### src/include/pmc_pkg.sv
// Package of constants and types for the power mode clock gating block.
package pmc_pkg;
	// Register byte offsets on the Avalon-MM slave.
	localparam logic [3:0] ADDR_CTRL = 4'h0;
	localparam logic [3:0] ADDR_CLOCK_DIVIDER_REGISTER = 4'h4;
	localparam logic [3:0] ADDR_MOD = 4'h8;
	localparam logic [3:0] ADDR_STATUS = 4'hc;
	// Field positions inside the clock divider register.
	localparam int CLOCK_DIVIDER_REGISTER_ROI_POS = 15;
	localparam int CLOCK_DIVIDER_REGISTER_RATIO_LSB = 12;
	localparam int CLOCK_DIVIDER_REGISTER_CORE_SLOWDOWN_ENABLE_POS = 11;
	// Field positions inside the control register.
	localparam int CTRL_GO_POS = 0;
	localparam int CTRL_OPER_POS = 1;
	localparam int CTRL_WDT_POS = 2;
	localparam int CTRL_FAILSAFE_CLOCK_MONITOR_POS = 3;
	localparam int CTRL_REGULATOR_STANDBY_KEEP_BIT_POS = 8;
	localparam int CTRL_LOCK_POS = 9;
	localparam int CTRL_NEW_OSCILLATOR_SELECT_LSB = 12;
	// Values after reset.
	localparam logic [15:0] CLOCK_DIVIDER_REGISTER_RST = 16'h0000;
	localparam logic [15:0] CTRL_RST = 16'h0000;
	localparam logic [2:0] OSC_RST = 3'h0;
	// Regulator wake delay in ns and its count of 10 MHz cycles.
	localparam int CLK_PERIOD_NS = 100;
	localparam int REG_WAKE_NS = 10000;
	localparam int REG_WAKE_CYC = (REG_WAKE_NS + CLK_PERIOD_NS - 1)
		/ CLK_PERIOD_NS;
	// Oscillator restart delay in ns and its cycle count.
	localparam int OSC_START_NS = 1000;
	localparam int OSC_START_CYC = (OSC_START_NS + CLK_PERIOD_NS - 1)
		/ CLK_PERIOD_NS;
	// Power mode state machine, one-hot.
	typedef enum logic [3:0] {
		ST_RUN = 4'h1,
		ST_SLEEP = 4'h2,
		ST_IDLE = 4'h4,
		ST_WAKE = 4'h8
	} pmc_state_t;
endpackage : pmc_pkg

### src/include/pmc_doze_if.sv
// Interface carrying doze settings to the core clock divider.
`timescale 1ns/1ps
interface pmc_doze_if;
	logic enable;
	logic [2:0] ratio;
	logic core_tick;
	modport ctrl (output enable, output ratio, input core_tick);
	modport div (input enable, input ratio, output core_tick);
endinterface : pmc_doze_if

### src/rtl/pmc_doze_div.sv
// Core clock enable divider for doze mode.
`timescale 1ns/1ps
module pmc_doze_div (
	input wire logic i_clk,
	input wire logic i_rst_b,
	pmc_doze_if.div dz
);
	// Free counter; the peripheral clock never stops, only core ticks thin.
	logic [6:0] cnt_r;
	logic [6:0] mask;
	logic hit;
	// Code n keeps one tick out of two to the power n.
	assign mask = 7'((8'h01 << dz.ratio) - 8'h01);
	assign hit = ((cnt_r & mask) == 7'h00);

	// Counter runs on every peripheral edge so both domains stay aligned.
	always_ff @(posedge i_clk or negedge i_rst_b) begin
		if (!i_rst_b) begin
			cnt_r <= 7'h00;
		end else begin
			cnt_r <= cnt_r + 7'h01;
		end
	end

	// With doze off the core ticks every cycle.
	assign dz.core_tick = dz.enable ? hit : 1'b1;
endmodule : pmc_doze_div

### src/rtl/pmc_top.sv
// Power mode and clock gating controller with an Avalon-MM register slave.
//
// Our own choices: the register addresses and the Avalon-MM register port.
`timescale 1ns/1ps
// How it works
// - Operand zero sleeps, operand one idles.
// - Sleep stops oscillator and all execution.
// - Idle stops core, keeps system clock.
// - Enabled interrupt, reset or watchdog wakes.
// - Watchdog cleared on sleep or idle entry.
// - Low-power oscillator kept when watchdog/monitor need it.
// - Fail-safe monitor off during sleep.
// - System-clocked peripherals disabled in sleep.
// - Regulator standby adds wake delay unless kept.
// - Sleep wake resumes previous oscillator.
// - Idle wake reapplies core clock at once.
// - Interrupt during entry held, then wakes.
// - Doze slows core only, domains aligned.
// - Doze enable bit turns doze on.
// - Three-bit ratio, reset default one to one.
// - Return-on-interrupt ends doze on interrupt.
// - Clock disable removes module clocks, blocks access.
// - Function enable clear stops module, registers live.
// - Stop-in-idle halts module in idle.
// - New oscillator accepted only when unlocked.
module pmc_top #(
	parameter int NMOD = 8,
	parameter int REG_WAKE_CYCLES = pmc_pkg::REG_WAKE_CYC
) (
	input wire logic I_CLK,
	input wire logic I_RST_B,
	input wire logic [3:0] I_AVS_ADDRESS,
	input wire logic I_AVS_READ,
	input wire logic I_AVS_WRITE,
	input wire logic [31:0] I_AVS_WRITEDATA,
	input wire logic [3:0] I_AVS_BYTEENABLE,
	input wire logic I_POWER_SAVE_INSTRUCTION,
	input wire logic I_POWER_SAVE_INSTRUCTION_OPER,
	input wire logic I_IRQ_PEND,
	input wire logic I_WDT_TIMEOUT,
	output logic [31:0] O_AVS_READDATA,
	output logic O_AVS_WAITREQUEST,
	output logic O_CORE_CLK_EN,
	output logic O_SYS_OSC_ON,
	output logic O_LOW_POWER_INTERNAL_OSCILLATOR_ON,
	output logic O_FAILSAFE_CLOCK_MONITOR_ACTIVE,
	output logic O_WDT_CLEAR,
	output logic O_REG_STANDBY,
	output logic [2:0] O_OSC_SEL,
	output logic [NMOD-1:0] O_MOD_CLK_EN,
	output logic [NMOD-1:0] O_MOD_RUN,
	output logic [NMOD-1:0] O_MOD_REG_ACCESS
);
	// Doze signals travel through an interface to the divider.
	pmc_doze_if dz ();

	// Software registers.
	logic [15:0] ctrl_r;
	logic [15:0] clock_divider_register_r;
	logic [NMOD-1:0] mod_dis_r;
	logic [NMOD-1:0] mod_en_r;
	logic [NMOD-1:0] mod_idl_r;
	logic [2:0] osc_run_r;
	// Power state, its next value and the wake counter.
	pmc_pkg::pmc_state_t state_r;
	pmc_pkg::pmc_state_t state_nxt;
	logic [15:0] wake_cnt_r;
	logic [15:0] wake_cnt_nxt;
	// Doze is cleared by an interrupt when return-on-interrupt is set.
	logic doze_kill_r;
	// Bus answer is held one cycle so every access takes two edges.
	logic ack_r;

	// Register field views.
	wire ctl_wdt = ctrl_r[pmc_pkg::CTRL_WDT_POS];
	wire ctl_failsafe_clock_monitor = ctrl_r[pmc_pkg::CTRL_FAILSAFE_CLOCK_MONITOR_POS];
	wire ctl_regulator_standby_keep_bit = ctrl_r[pmc_pkg::CTRL_REGULATOR_STANDBY_KEEP_BIT_POS];
	wire ctl_lock = ctrl_r[pmc_pkg::CTRL_LOCK_POS];
	wire [2:0] ctl_new_oscillator_select = ctrl_r[pmc_pkg::CTRL_NEW_OSCILLATOR_SELECT_LSB +: 3];
	wire div_roi = clock_divider_register_r[pmc_pkg::CLOCK_DIVIDER_REGISTER_ROI_POS];
	wire div_core_slowdown_enable = clock_divider_register_r[pmc_pkg::CLOCK_DIVIDER_REGISTER_CORE_SLOWDOWN_ENABLE_POS];
	wire [2:0] div_ratio = clock_divider_register_r[pmc_pkg::CLOCK_DIVIDER_REGISTER_RATIO_LSB +: 3];

	// Bus decode; a request is taken on the edge where waitrequest is low.
	wire req = I_AVS_READ | I_AVS_WRITE;
	wire take = req & ack_r;
	wire wr_take = take & I_AVS_WRITE;
	wire sel_ctrl = (I_AVS_ADDRESS == pmc_pkg::ADDR_CTRL);
	wire sel_div = (I_AVS_ADDRESS == pmc_pkg::ADDR_CLOCK_DIVIDER_REGISTER);
	wire sel_mod = (I_AVS_ADDRESS == pmc_pkg::ADDR_MOD);
	wire sel_stat = (I_AVS_ADDRESS == pmc_pkg::ADDR_STATUS);
	wire [15:0] be_mask = {{8{I_AVS_BYTEENABLE[1]}},
		{8{I_AVS_BYTEENABLE[0]}}};
	wire [15:0] ctrl_wval = (ctrl_r & ~be_mask)
		| (I_AVS_WRITEDATA[15:0] & be_mask);
	wire [15:0] div_wval = (clock_divider_register_r & ~be_mask)
		| (I_AVS_WRITEDATA[15:0] & be_mask);

	// Wake events; reset is the asynchronous reset itself.
	wire wake_evt = I_IRQ_PEND | I_WDT_TIMEOUT;
	wire in_sleep = (state_r == pmc_pkg::ST_SLEEP);
	wire in_idle = (state_r == pmc_pkg::ST_IDLE);
	wire in_wake = (state_r == pmc_pkg::ST_WAKE);
	wire in_run = (state_r == pmc_pkg::ST_RUN);
	wire wake_done = (wake_cnt_r == 16'h0000);

	// Power state machine next-state logic.
	always_comb begin
		state_nxt = state_r;
		wake_cnt_nxt = wake_cnt_r;
		case (state_r)
			pmc_pkg::ST_RUN: begin
				// Entry completes before any pending interrupt is looked at.
				if (I_POWER_SAVE_INSTRUCTION) begin
					state_nxt = I_POWER_SAVE_INSTRUCTION_OPER ? pmc_pkg::ST_IDLE
						: pmc_pkg::ST_SLEEP;
				end
			end
			pmc_pkg::ST_SLEEP: begin
				// Oscillator must restart, plus regulator delay if in standby.
				if (wake_evt) begin
					state_nxt = pmc_pkg::ST_WAKE;
					wake_cnt_nxt = ctl_regulator_standby_keep_bit
						? 16'(pmc_pkg::OSC_START_CYC)
						: 16'(pmc_pkg::OSC_START_CYC + REG_WAKE_CYCLES);
				end
			end
			pmc_pkg::ST_IDLE: begin
				// The clock never stopped, so the core resumes next cycle.
				if (wake_evt) begin
					state_nxt = pmc_pkg::ST_RUN;
				end
			end
			pmc_pkg::ST_WAKE: begin
				if (wake_done) begin
					state_nxt = pmc_pkg::ST_RUN;
				end else begin
					wake_cnt_nxt = wake_cnt_r - 16'h0001;
				end
			end
			default: begin
				state_nxt = pmc_pkg::ST_RUN;
			end
		endcase
	end

	// State and counter registers; reset wakes from any mode.
	always_ff @(posedge I_CLK or negedge I_RST_B) begin
		if (!I_RST_B) begin
			state_r <= pmc_pkg::ST_RUN;
			wake_cnt_r <= 16'h0000;
		end else begin
			state_r <= state_nxt;
			wake_cnt_r <= wake_cnt_nxt;
		end
	end

	// Control and divider registers; the lock guards the oscillator field.
	wire [15:0] ctrl_keep = {ctl_lock ? ctl_new_oscillator_select : ctrl_wval[14:12],
		ctrl_wval[11:0]};
	wire [15:0] ctrl_fix = {ctrl_wval[15], ctrl_keep[14:0]};
	always_ff @(posedge I_CLK or negedge I_RST_B) begin
		if (!I_RST_B) begin
			ctrl_r <= pmc_pkg::CTRL_RST;
			clock_divider_register_r <= pmc_pkg::CLOCK_DIVIDER_REGISTER_RST;
		end else begin
			if (wr_take && sel_ctrl) begin
				ctrl_r <= ctrl_fix;
			end
			if (wr_take && sel_div) begin
				clock_divider_register_r <= div_wval;
			end
		end
	end

	// Running oscillator follows the selection only while awake.
	// Sleep freezes it so wake resumes on the same source.
	always_ff @(posedge I_CLK or negedge I_RST_B) begin
		if (!I_RST_B) begin
			osc_run_r <= pmc_pkg::OSC_RST;
		end else if (in_run) begin
			osc_run_r <= ctl_new_oscillator_select;
		end
	end

	// Return-on-interrupt: an interrupt ends doze until doze is rewritten.
	// A write in the same cycle as an interrupt loses, so the event wins.
	always_ff @(posedge I_CLK or negedge I_RST_B) begin
		if (!I_RST_B) begin
			doze_kill_r <= 1'b0;
		end else if (div_roi && div_core_slowdown_enable && I_IRQ_PEND) begin
			doze_kill_r <= 1'b1;
		end else if (wr_take && sel_div) begin
			doze_kill_r <= 1'b0;
		end
	end

	// Module registers: disable in low byte group, enable, stop-in-idle.
	always_ff @(posedge I_CLK or negedge I_RST_B) begin
		if (!I_RST_B) begin
			mod_dis_r <= '0;
			mod_en_r <= '0;
			mod_idl_r <= '0;
		end else if (wr_take && sel_mod) begin
			mod_dis_r <= I_AVS_WRITEDATA[NMOD-1:0];
			mod_en_r <= I_AVS_WRITEDATA[8 +: NMOD];
			mod_idl_r <= I_AVS_WRITEDATA[16 +: NMOD];
		end
	end

	// Doze drive into the divider.
	assign dz.enable = div_core_slowdown_enable & ~doze_kill_r;
	assign dz.ratio = div_ratio;
	pmc_doze_div u_div (
		.i_clk(I_CLK),
		.i_rst_b(I_RST_B),
		.dz(dz)
	);

	// Per-module clock and run decisions.
	logic [NMOD-1:0] mod_clk_nxt;
	logic [NMOD-1:0] mod_run_nxt;
	genvar g;
	generate
		for (g = 0; g < NMOD; g++) begin : g_mod
			// Sleep kills system-clocked modules; idle honours stop bit.
			// Next state is used so module clocks move with the core enable.
			assign mod_clk_nxt[g] = ~mod_dis_r[g]
				& ((state_nxt == pmc_pkg::ST_RUN)
				| ((state_nxt == pmc_pkg::ST_IDLE) & ~mod_idl_r[g]));
			assign mod_run_nxt[g] = mod_clk_nxt[g] & mod_en_r[g];
		end
	endgenerate

	// Status and read mux; unmapped offsets read zero.
	wire [31:0] stat_val = {16'h0000, 4'h0, 1'b0, osc_run_r,
		4'h0, state_r};
	wire [31:0] mod_val = {8'h00, 8'(mod_idl_r), 8'(mod_en_r),
		8'(mod_dis_r)};
	wire [31:0] rd_mux = sel_ctrl ? {16'h0000, ctrl_r}
		: sel_div ? {16'h0000, clock_divider_register_r}
		: sel_mod ? mod_val
		: sel_stat ? stat_val : 32'h0000_0000;

	// Registered outputs; state-based ones use the next state, except oscillator select and watchdog clear.
	wire core_on = (state_nxt == pmc_pkg::ST_RUN) & dz.core_tick;
	wire sleep_n = (state_nxt == pmc_pkg::ST_SLEEP);
	wire idle_n = (state_nxt == pmc_pkg::ST_IDLE);
	wire entering = in_run & I_POWER_SAVE_INSTRUCTION;
	always_ff @(posedge I_CLK or negedge I_RST_B) begin
		if (!I_RST_B) begin
			O_CORE_CLK_EN <= 1'b0;
			O_SYS_OSC_ON <= 1'b1;
			O_LOW_POWER_INTERNAL_OSCILLATOR_ON <= 1'b0;
			O_FAILSAFE_CLOCK_MONITOR_ACTIVE <= 1'b0;
			O_WDT_CLEAR <= 1'b0;
			O_REG_STANDBY <= 1'b0;
			O_OSC_SEL <= pmc_pkg::OSC_RST;
			O_MOD_CLK_EN <= '0;
			O_MOD_RUN <= '0;
			O_MOD_REG_ACCESS <= '0;
		end else begin
			O_CORE_CLK_EN <= core_on;
			O_SYS_OSC_ON <= ~sleep_n;
			O_LOW_POWER_INTERNAL_OSCILLATOR_ON <= ctl_wdt | (idle_n & ctl_failsafe_clock_monitor);
			O_FAILSAFE_CLOCK_MONITOR_ACTIVE <= ctl_failsafe_clock_monitor & ~sleep_n
				& (state_nxt != pmc_pkg::ST_WAKE);
			O_WDT_CLEAR <= entering & ctl_wdt;
			O_REG_STANDBY <= sleep_n & ~ctl_regulator_standby_keep_bit;
			O_OSC_SEL <= in_run ? ctl_new_oscillator_select : osc_run_r;
			O_MOD_CLK_EN <= mod_clk_nxt;
			O_MOD_RUN <= mod_run_nxt;
			O_MOD_REG_ACCESS <= ~mod_dis_r;
		end
	end

	// Bus handshake: waitrequest low one cycle after a request rises.
	always_ff @(posedge I_CLK or negedge I_RST_B) begin
		if (!I_RST_B) begin
			ack_r <= 1'b0;
			O_AVS_WAITREQUEST <= 1'b1;
			O_AVS_READDATA <= 32'h0000_0000;
		end else begin
			ack_r <= req & ~ack_r;
			O_AVS_WAITREQUEST <= ~(req & ~ack_r);
			O_AVS_READDATA <= (I_AVS_READ & ~ack_r) ? rd_mux
				: 32'h0000_0000;
		end
	end

	// Sleep or idle is entered exactly one edge after the request.
	power_entry_a: assert property (@(posedge I_CLK) disable iff (!I_RST_B)
		(in_run && I_POWER_SAVE_INSTRUCTION) |=> (I_POWER_SAVE_INSTRUCTION_OPER ? in_idle : in_sleep)
		== 1'b1)
		else $error("power save entry went to wrong state");
	// The oscillator is off throughout sleep.
	sleep_osc_a: assert property (@(posedge I_CLK) disable iff (!I_RST_B)
		in_sleep ##1 in_sleep |-> !O_SYS_OSC_ON)
		else $error("oscillator ran during sleep");
	// An idle wake gives the core back on the next edge.
	idle_wake_a: assert property (@(posedge I_CLK) disable iff (!I_RST_B)
		(in_idle && wake_evt && !div_core_slowdown_enable) |-> ##1 in_run ##0 O_CORE_CLK_EN)
		else $error("idle wake did not restart core");
	// The watchdog is cleared on every entry with the watchdog on.
	wdt_clear_a: assert property (@(posedge I_CLK) disable iff (!I_RST_B)
		(in_run && I_POWER_SAVE_INSTRUCTION && ctl_wdt) |=> O_WDT_CLEAR)
		else $error("watchdog not cleared on entry");
	// The monitor is never active across a sleep.
	failsafe_clock_monitor_sleep_a: assert property (@(posedge I_CLK) disable iff (!I_RST_B)
		in_sleep |-> ##1 !O_FAILSAFE_CLOCK_MONITOR_ACTIVE)
		else $error("monitor active in sleep");
	// Low-power oscillator kept while sleeping with the watchdog on.
	low_power_internal_oscillator_keep_a: assert property (@(posedge I_CLK) disable iff (!I_RST_B)
		(in_sleep && ctl_wdt) |=> O_LOW_POWER_INTERNAL_OSCILLATOR_ON)
		else $error("low-power oscillator stopped");
	// Oscillator selection cannot move while locked.
	lock_hold_a: assert property (@(posedge I_CLK) disable iff (!I_RST_B)
		ctl_lock |=> $stable(ctl_new_oscillator_select))
		else $error("oscillator selection changed while locked");
	// A disabled module has no clock and no register access.
	mod_off_a: assert property (@(posedge I_CLK) disable iff (!I_RST_B)
		(mod_dis_r[0] && $stable(mod_dis_r)) |=> (!O_MOD_CLK_EN[0]
		&& !O_MOD_REG_ACCESS[0]))
		else $error("disabled module still clocked");
endmodule : pmc_top

### config.mk
export PLATFORM = sky130hd
export DESIGN_NAME = pmc_top
export DESIGN_NICKNAME = d
export VERILOG_FILES = /design/src/include/pmc_pkg.sv /design/src/include/pmc_doze_if.sv /design/src/rtl/pmc_doze_div.sv /design/src/rtl/pmc_top.sv
export SDC_FILE = /design/constraint.sdc
export NUM_CORES = 1
export LEC_CHECK = 0
export ABC_AREA = 0
export BUFFER_PORTS_ARGS = -buffer_cell sky130_fd_sc_hd__clkbuf_2
export CAP_MARGIN = 20
export CORE_MARGIN = 4
export CORE_UTILIZATION = 55
export DETAILED_ROUTE_END_ITERATION = 6
export PLACE_DENSITY = 0.79
export SLEW_MARGIN = 20
export SYNTH_ARGS = -nofsm -noshare
export SYNTH_HDL_FRONTEND = slang
export SYNTH_SLANG_ARGS = --single-unit
### constraint.sdc
create_clock -name I_CLK -period 3.07 [get_ports I_CLK]
set_input_delay 0.614 -clock I_CLK [delete_from_list [all_inputs] [get_ports I_CLK]]
set_output_delay 0.614 -clock I_CLK [all_outputs]
set_load 0.05 [all_outputs]
# == Yosys cells after proc, flatten, opt, wreduce, memory -nomap -nowiden ==
# Cells that the tools add are included.
# totals
register_bits,143
in_bits,48
output_inout_bits,66
# classes
n_addsub,3
eq_ne,13
shifts,1
mux,19
n_bitwise,77
n_reduce_logical,12
# ops
cell,count
$mux 24,4
$and 16x16->16,3
$and 1x1->1,36
$mux 16,2
$or 16x16->16,2
$pmux 16 s2,1
$not 1->1,22
$logic_not 16->1,1
$mux 4,4
$not 16->16,1
$pmux 4 s4,1
$sub 16x1->16 const B,1
$eq 4x3->1 const B,3
$eq 4x4->1 const B,3
$mux 11,1
$or 1x1->1,11
$eq 4x1->1 const B,2
$eq 4x2->1 const B,2
$not 8->8,1
$add 7x1->7 const B,1
$and 7x7->7,1
$logic_not 7->1,1
$mux 7,1
$shl 1x3->7 const A,1
10 further kinds,19

# == Longest topological paths before layout ==
# depth
ltp_word,8
ltp_mapped,8
depth_no_buf,7

# == Hierarchy ==
# From an unflattened synthesis, not the netlist that was laid out.
# unflattened
hier_cells,472
hier_area_um2,6027.0
# by_module_without_submodules
mod,n_inst,cells_each,area_per_inst_um2,seq_area_each_um2
pmc_top,1,443,5700.5,3407.0
pmc_doze_div,1,29,326.6,175.2

# == Worst setup path after synthesis ==
# No wires, ideal clock.
# synth_timing
path_type,input to register
startpoint,input port I_AVS_ADDRESS[3]
endpoint,register mod_en_r[0]
arrival_ps,2247
required_time_ps,2945
slack_ps,698
stages,6
n_path_buf,3
path_cell_list,clkbuf_1 > nor4b_1 > and3_1 > clkbuf_1 > buf_1 > mux2_2
# synth_between
elab_chain_len,2
# synth_lines
item,line,rtl
start: declaration,pmc_top.sv:32,"input wire logic [3:0] I_AVS_ADDRESS,"
$eq 4x4->1,pmc_top.sv:90,wire sel_mod = (I_AVS_ADDRESS == pmc_pkg::ADDR_MOD);
$logic_and 1x1->1,pmc_top.sv:204,end else if (wr_take && sel_mod) begin
end signal: assignment,pmc_top.sv:206,mod_en_r <= I_AVS_WRITEDATA[8 +: NMOD];
end: declaration,pmc_top.sv:61,logic [NMOD-1:0] mod_en_r;
# Every way passes these cells.
# A chain may end at the register's enable or synchronous reset.

# == Worst setup path in the final report ==
# layout_timing
startpoint,register wake_cnt_r[0]
endpoint,register O_MOD_CLK_EN[0]
# layout_between
elab_chain_len,7
word_cells_on_any_way,8
classes_between,eq/ne: 2; mux: 2; bitwise: 3; reduce/logical: 1
# layout_lines
item,line,rtl
start: declaration,pmc_top.sv:67,logic [15:0] wake_cnt_r;
start signal: assignment,pmc_top.sv:154,wake_cnt_r <= wake_cnt_nxt;
$logic_not 16->1 (*),pmc_top.sv:105,wire wake_done = (wake_cnt_r == 16'h0000);
$mux 4 (*),pmc_top.sv:135,if (wake_done) begin
$pmux 4 s4 (*),pmc_top.sv:111,case (state_r)
$eq 4x3->1,pmc_top.sv:230,| ((state_nxt == pmc_pkg::ST_IDLE) & ~mod_idl_r[g]));
$and 1x1->1,pmc_top.sv:230,
$or 1x1->1 (*),pmc_top.sv:230,
$and 1x1->1 (*),pmc_top.sv:229,& ((state_nxt == pmc_pkg::ST_RUN)
net mod_clk_nxt[0],pmc_top.sv:221,logic [NMOD-1:0] mod_clk_nxt;
end signal: assignment,pmc_top.sv:271,O_MOD_CLK_EN <= mod_clk_nxt;
end: declaration,pmc_top.sv:50,"output logic [NMOD-1:0] O_MOD_CLK_EN,"
# The timed path passes the listed nets; every way through them passes the cells marked *.

==> summary.md <==
| Metric | Value |
|---|---|
| Final Cycle Share | 0.777 |
| Syn. warnings | 0 |
| CTS clock-pin slew for the worst setup and hold paths | approximately 0.060 ns |
| Fin crit period | around 2.4 ns |
| Status | finished, final reports clean |
| Least-Margin Pin Slew | between 0.9 and 1 ns |
| Cell Area, Synth | approximately 0.006 mm^2 |
| Critical Path Start | wake_cnt_r[0] |
| Hold Vio Cnt, Final | 0 |
| Num CTS Buffers | 17 |
| Fin Hold WS | approximately 0.11 ns |
| Antenna Diode Count | 0 |
| Post-synth ARST share | 1.00 |
| IO Count | between 100 and 150 |
| Rows | 37 |
| Starting Density | 0.570 |
| Final Instance Count excl. Fillers | a little under 800 |
| Utilization after layout | 0.695 |
| Drt drc | 0 |
| Final Max Tran Viols | 0 |
| GPL Wtd Cong | 0.847 |
| DR pass1 iterations | 5 |
| Cell variety after synth | 51 |
| Worst Hold Class | input pin to asynchronous set/reset pin |
| Final setup violation count | 0 |
| Detailed Route WL | roughly 14000 um |
| Max Fclk | between 0.4 and 0.5 GHz |
| VDD IR max | ~0.49 mV |
| FF-to-FF Start | wake_cnt_r[0] |
| CP Launch Type | flip-flop |
| Final #Nets | around 670 |
| # placed instances | approximately 740 |
| Slew headroom | 0.365 |
| Full die area | between 0.01 and 0.015 mm^2 |
| Vias/cell | 5.68 |
| Setup CP Type | flip-flop to flip-flop |
| Setup TNS | 0 ns |
| Multi-input gate area | 0.00220 mm^2 |
| IO Port Bufs | 95 |
| Worst setup EP type | flip-flop |
| Register area | about 0.0036 mm^2 |
| Clk buf depth | 2 |
| Total GRT Usage | 0.233 |
| Number of synthesized register bits | between 100 and 150 |
| Pleak | approximately 3.6 nW |
| Clock root cell | clkbuf_8 |
| Post-Syn Area per Cell | about 12 um^2 |
| Final WS setup | 0.685 ns |
| Worst Clk Skew | slightly above 0.006 ns |
| Htree depth | 4 |
| P&R area growth vs syn | 21.8% |
| Antenna violations before repair | 0 |
| Unrepaired setup endpoints after global routing | false |
| Sequential element share of the synthesized area | 0.600 |
| Dpl cell area | roughly 0.0066 mm^2 |
| CTS Hold Bufs | 0 |
| Detailed Place HPWL | approximately 9600 um |
| Layout cell share with drive strength beyond 1 | 0.319 |
| Overall Power | 6.31 mW |
| Design Area, Final | a little over 0.007 mm^2 |
| Antenna-violating nets left | 0 |
| # resized after CTS | 0 |
| Post-synth EDFFs | 0 |
| First-pass GRT wire length | around 23000 um |
| Clock sink count | around 140 |
| Via count | between 4000 and 5000 |
| GR Overflow Total | 0 |
| Initial drt markers | between 400 and 500 |
| Largest net degree at the start of global routing | 75 |
| FILL cells | 803 |
| Core Box Area | ~0.010 mm^2 |
| # Max-Cap Violations | 0 |
| Clock tree from TritonCTS | done |
| R2r worst-path depth | 8 |
| Worst endpoint required time | about 3.5 ns |
| Worst-Skew Late Latency | ~0.52 ns |
| Arrival time worst endpoint | around 2.8 ns |
| Post-place setup slack | between 0.5 and 0.6 ns |
| Power Dens Cells | 867 mW/mm^2 |
| Vias in the first global route | between 4000 and 5000 |
| Die Span X | around 110 um |
| Crit Path Max Fanout | 18 |
| Reg2Reg Setup Slack | ~0.7 ns |
| Setup bufs post-CTS | 0 |
| RR Endpoint | O_MOD_CLK_EN[0] |
| Ys flop type | dfrtp_1 |
| Die H | 112 um |
| Routed wire per std cell | between 15 and 20 um |
| Post-Syn Instances | roughly 510 |
## logic make-up (layout without fill, tap and decap cells)
group           Yosys count  after routing  share of synthesized area
xor+xnor                 10             10                     0.0147
flops                   143            143                      0.600
simple gates            165            165                      0.145
mux                      67             67                      0.123
compound gates           76             76                     0.0767
buf+inv                  48            163                     0.0354
fa+ha+maj                 2              2                    0.00419
other cells               1              8                   0.000628
## synthesized netlist by cell type (all sizes together) (2+ instances only)
cell type	number	area, um^2
or4b	2	20.0
and2	9	56.3
nor4b	4	35.0
o31ai	4	30.0
a211oi	2	15.0
or2	12	75.1
dfrtp	140	3500
inv	22	82.6
o22ai	2	12.5
nor3	16	85.1
clkbuf	16	60.1
a21oi	34	170
xor2	3	26.3
nand2b	12	82.6
ha	2	25.0
or3	4	25.0
nor2b	3	18.8
nor4	4	25.0
a31oi	4	25.0
xnor2	7	61.3
and3	6	37.5
nor2	34	128
nand4	6	37.5
a21o	2	15.0
buf	10	68.8
nand3	7	35.0
a22oi	9	67.6
dfstp	3	78.8
mux2	51	574
mux2i	16	160
o21ai	12	60.1
nand2	38	143
or4	4	30.0
## worst max-delay path by stage
stage,end,slack (ns),depth (start not counted)
floorplan,mod_en_r[0],0.70,6
global placement,wake_cnt_r[15],0.64,6
detailed placement,wake_cnt_r[15],0.58,6
CTS,wake_cnt_r[15],0.71,5
global route,wake_cnt_r[9],0.48,7
finish,O_MOD_CLK_EN[0],0.68,8
## final cells by class
class                   instances  area share
flip-flops and latches        143       0.493
clock inverters                12      0.0249
multi-input cells             328       0.303
clock buffers                  20      0.0626
inverters                      22      0.0114
well taps                     136      0.0234
repair buffers                109      0.0824
## routing by layer
layer,share of wire,up-vias,GRT usage,wire length [um]
li1,-,1979,-,-
met1,0.42,2160,0.313,5870
met2,0.48,201,0.368,6830
met3,0.075,32,0.0539,1060
met4,0.024,0,0.0986,335
met5,0,-,0,0
## power by group
| part | switching [mW] | leakage, nW | internal (mW) |
|---|---|---|---|
| Clock | 0.776 | 0.300 | 1.39 |
| Combinational | 1.08 | 1.48 | 0.499 |
| Sequential | 0.297 | 1.85 | 2.26 |
| Total | 2.16 | 3.64 | 4.15 |
## worst max-delay path: stages (launching register included)
cell	delay, ns
dfrtp_1	0.42
inv_1	0.09
ha_1	0.21
or4b_1	0.51
nor2_1	0.27
a21o_1	0.30
nand2_1	0.09
buf_4	0.21
a21oi_1	0.19
## cell usage in the layout (no fill, tap or decap), drive strengths merged, types with 6 or more instances in the layout
| cell type | count |
|---|---|
| dfrtp | 140 |
| nand4 | 6 |
| and2 | 9 |
| a21oi | 34 |
| nand2b | 12 |
| nand2 | 38 |
| nor2 | 34 |
| clkbuf | 114 |
| and3 | 6 |
| mux2 | 51 |
| nor3 | 16 |
| o21ai | 12 |
| xnor2 | 7 |
| buf | 15 |
| mux2i | 16 |
| inv | 23 |
| or2 | 12 |
| conb | 8 |
| a22oi | 9 |
| nand3 | 7 |
Power figures use the tool's default switching activity.
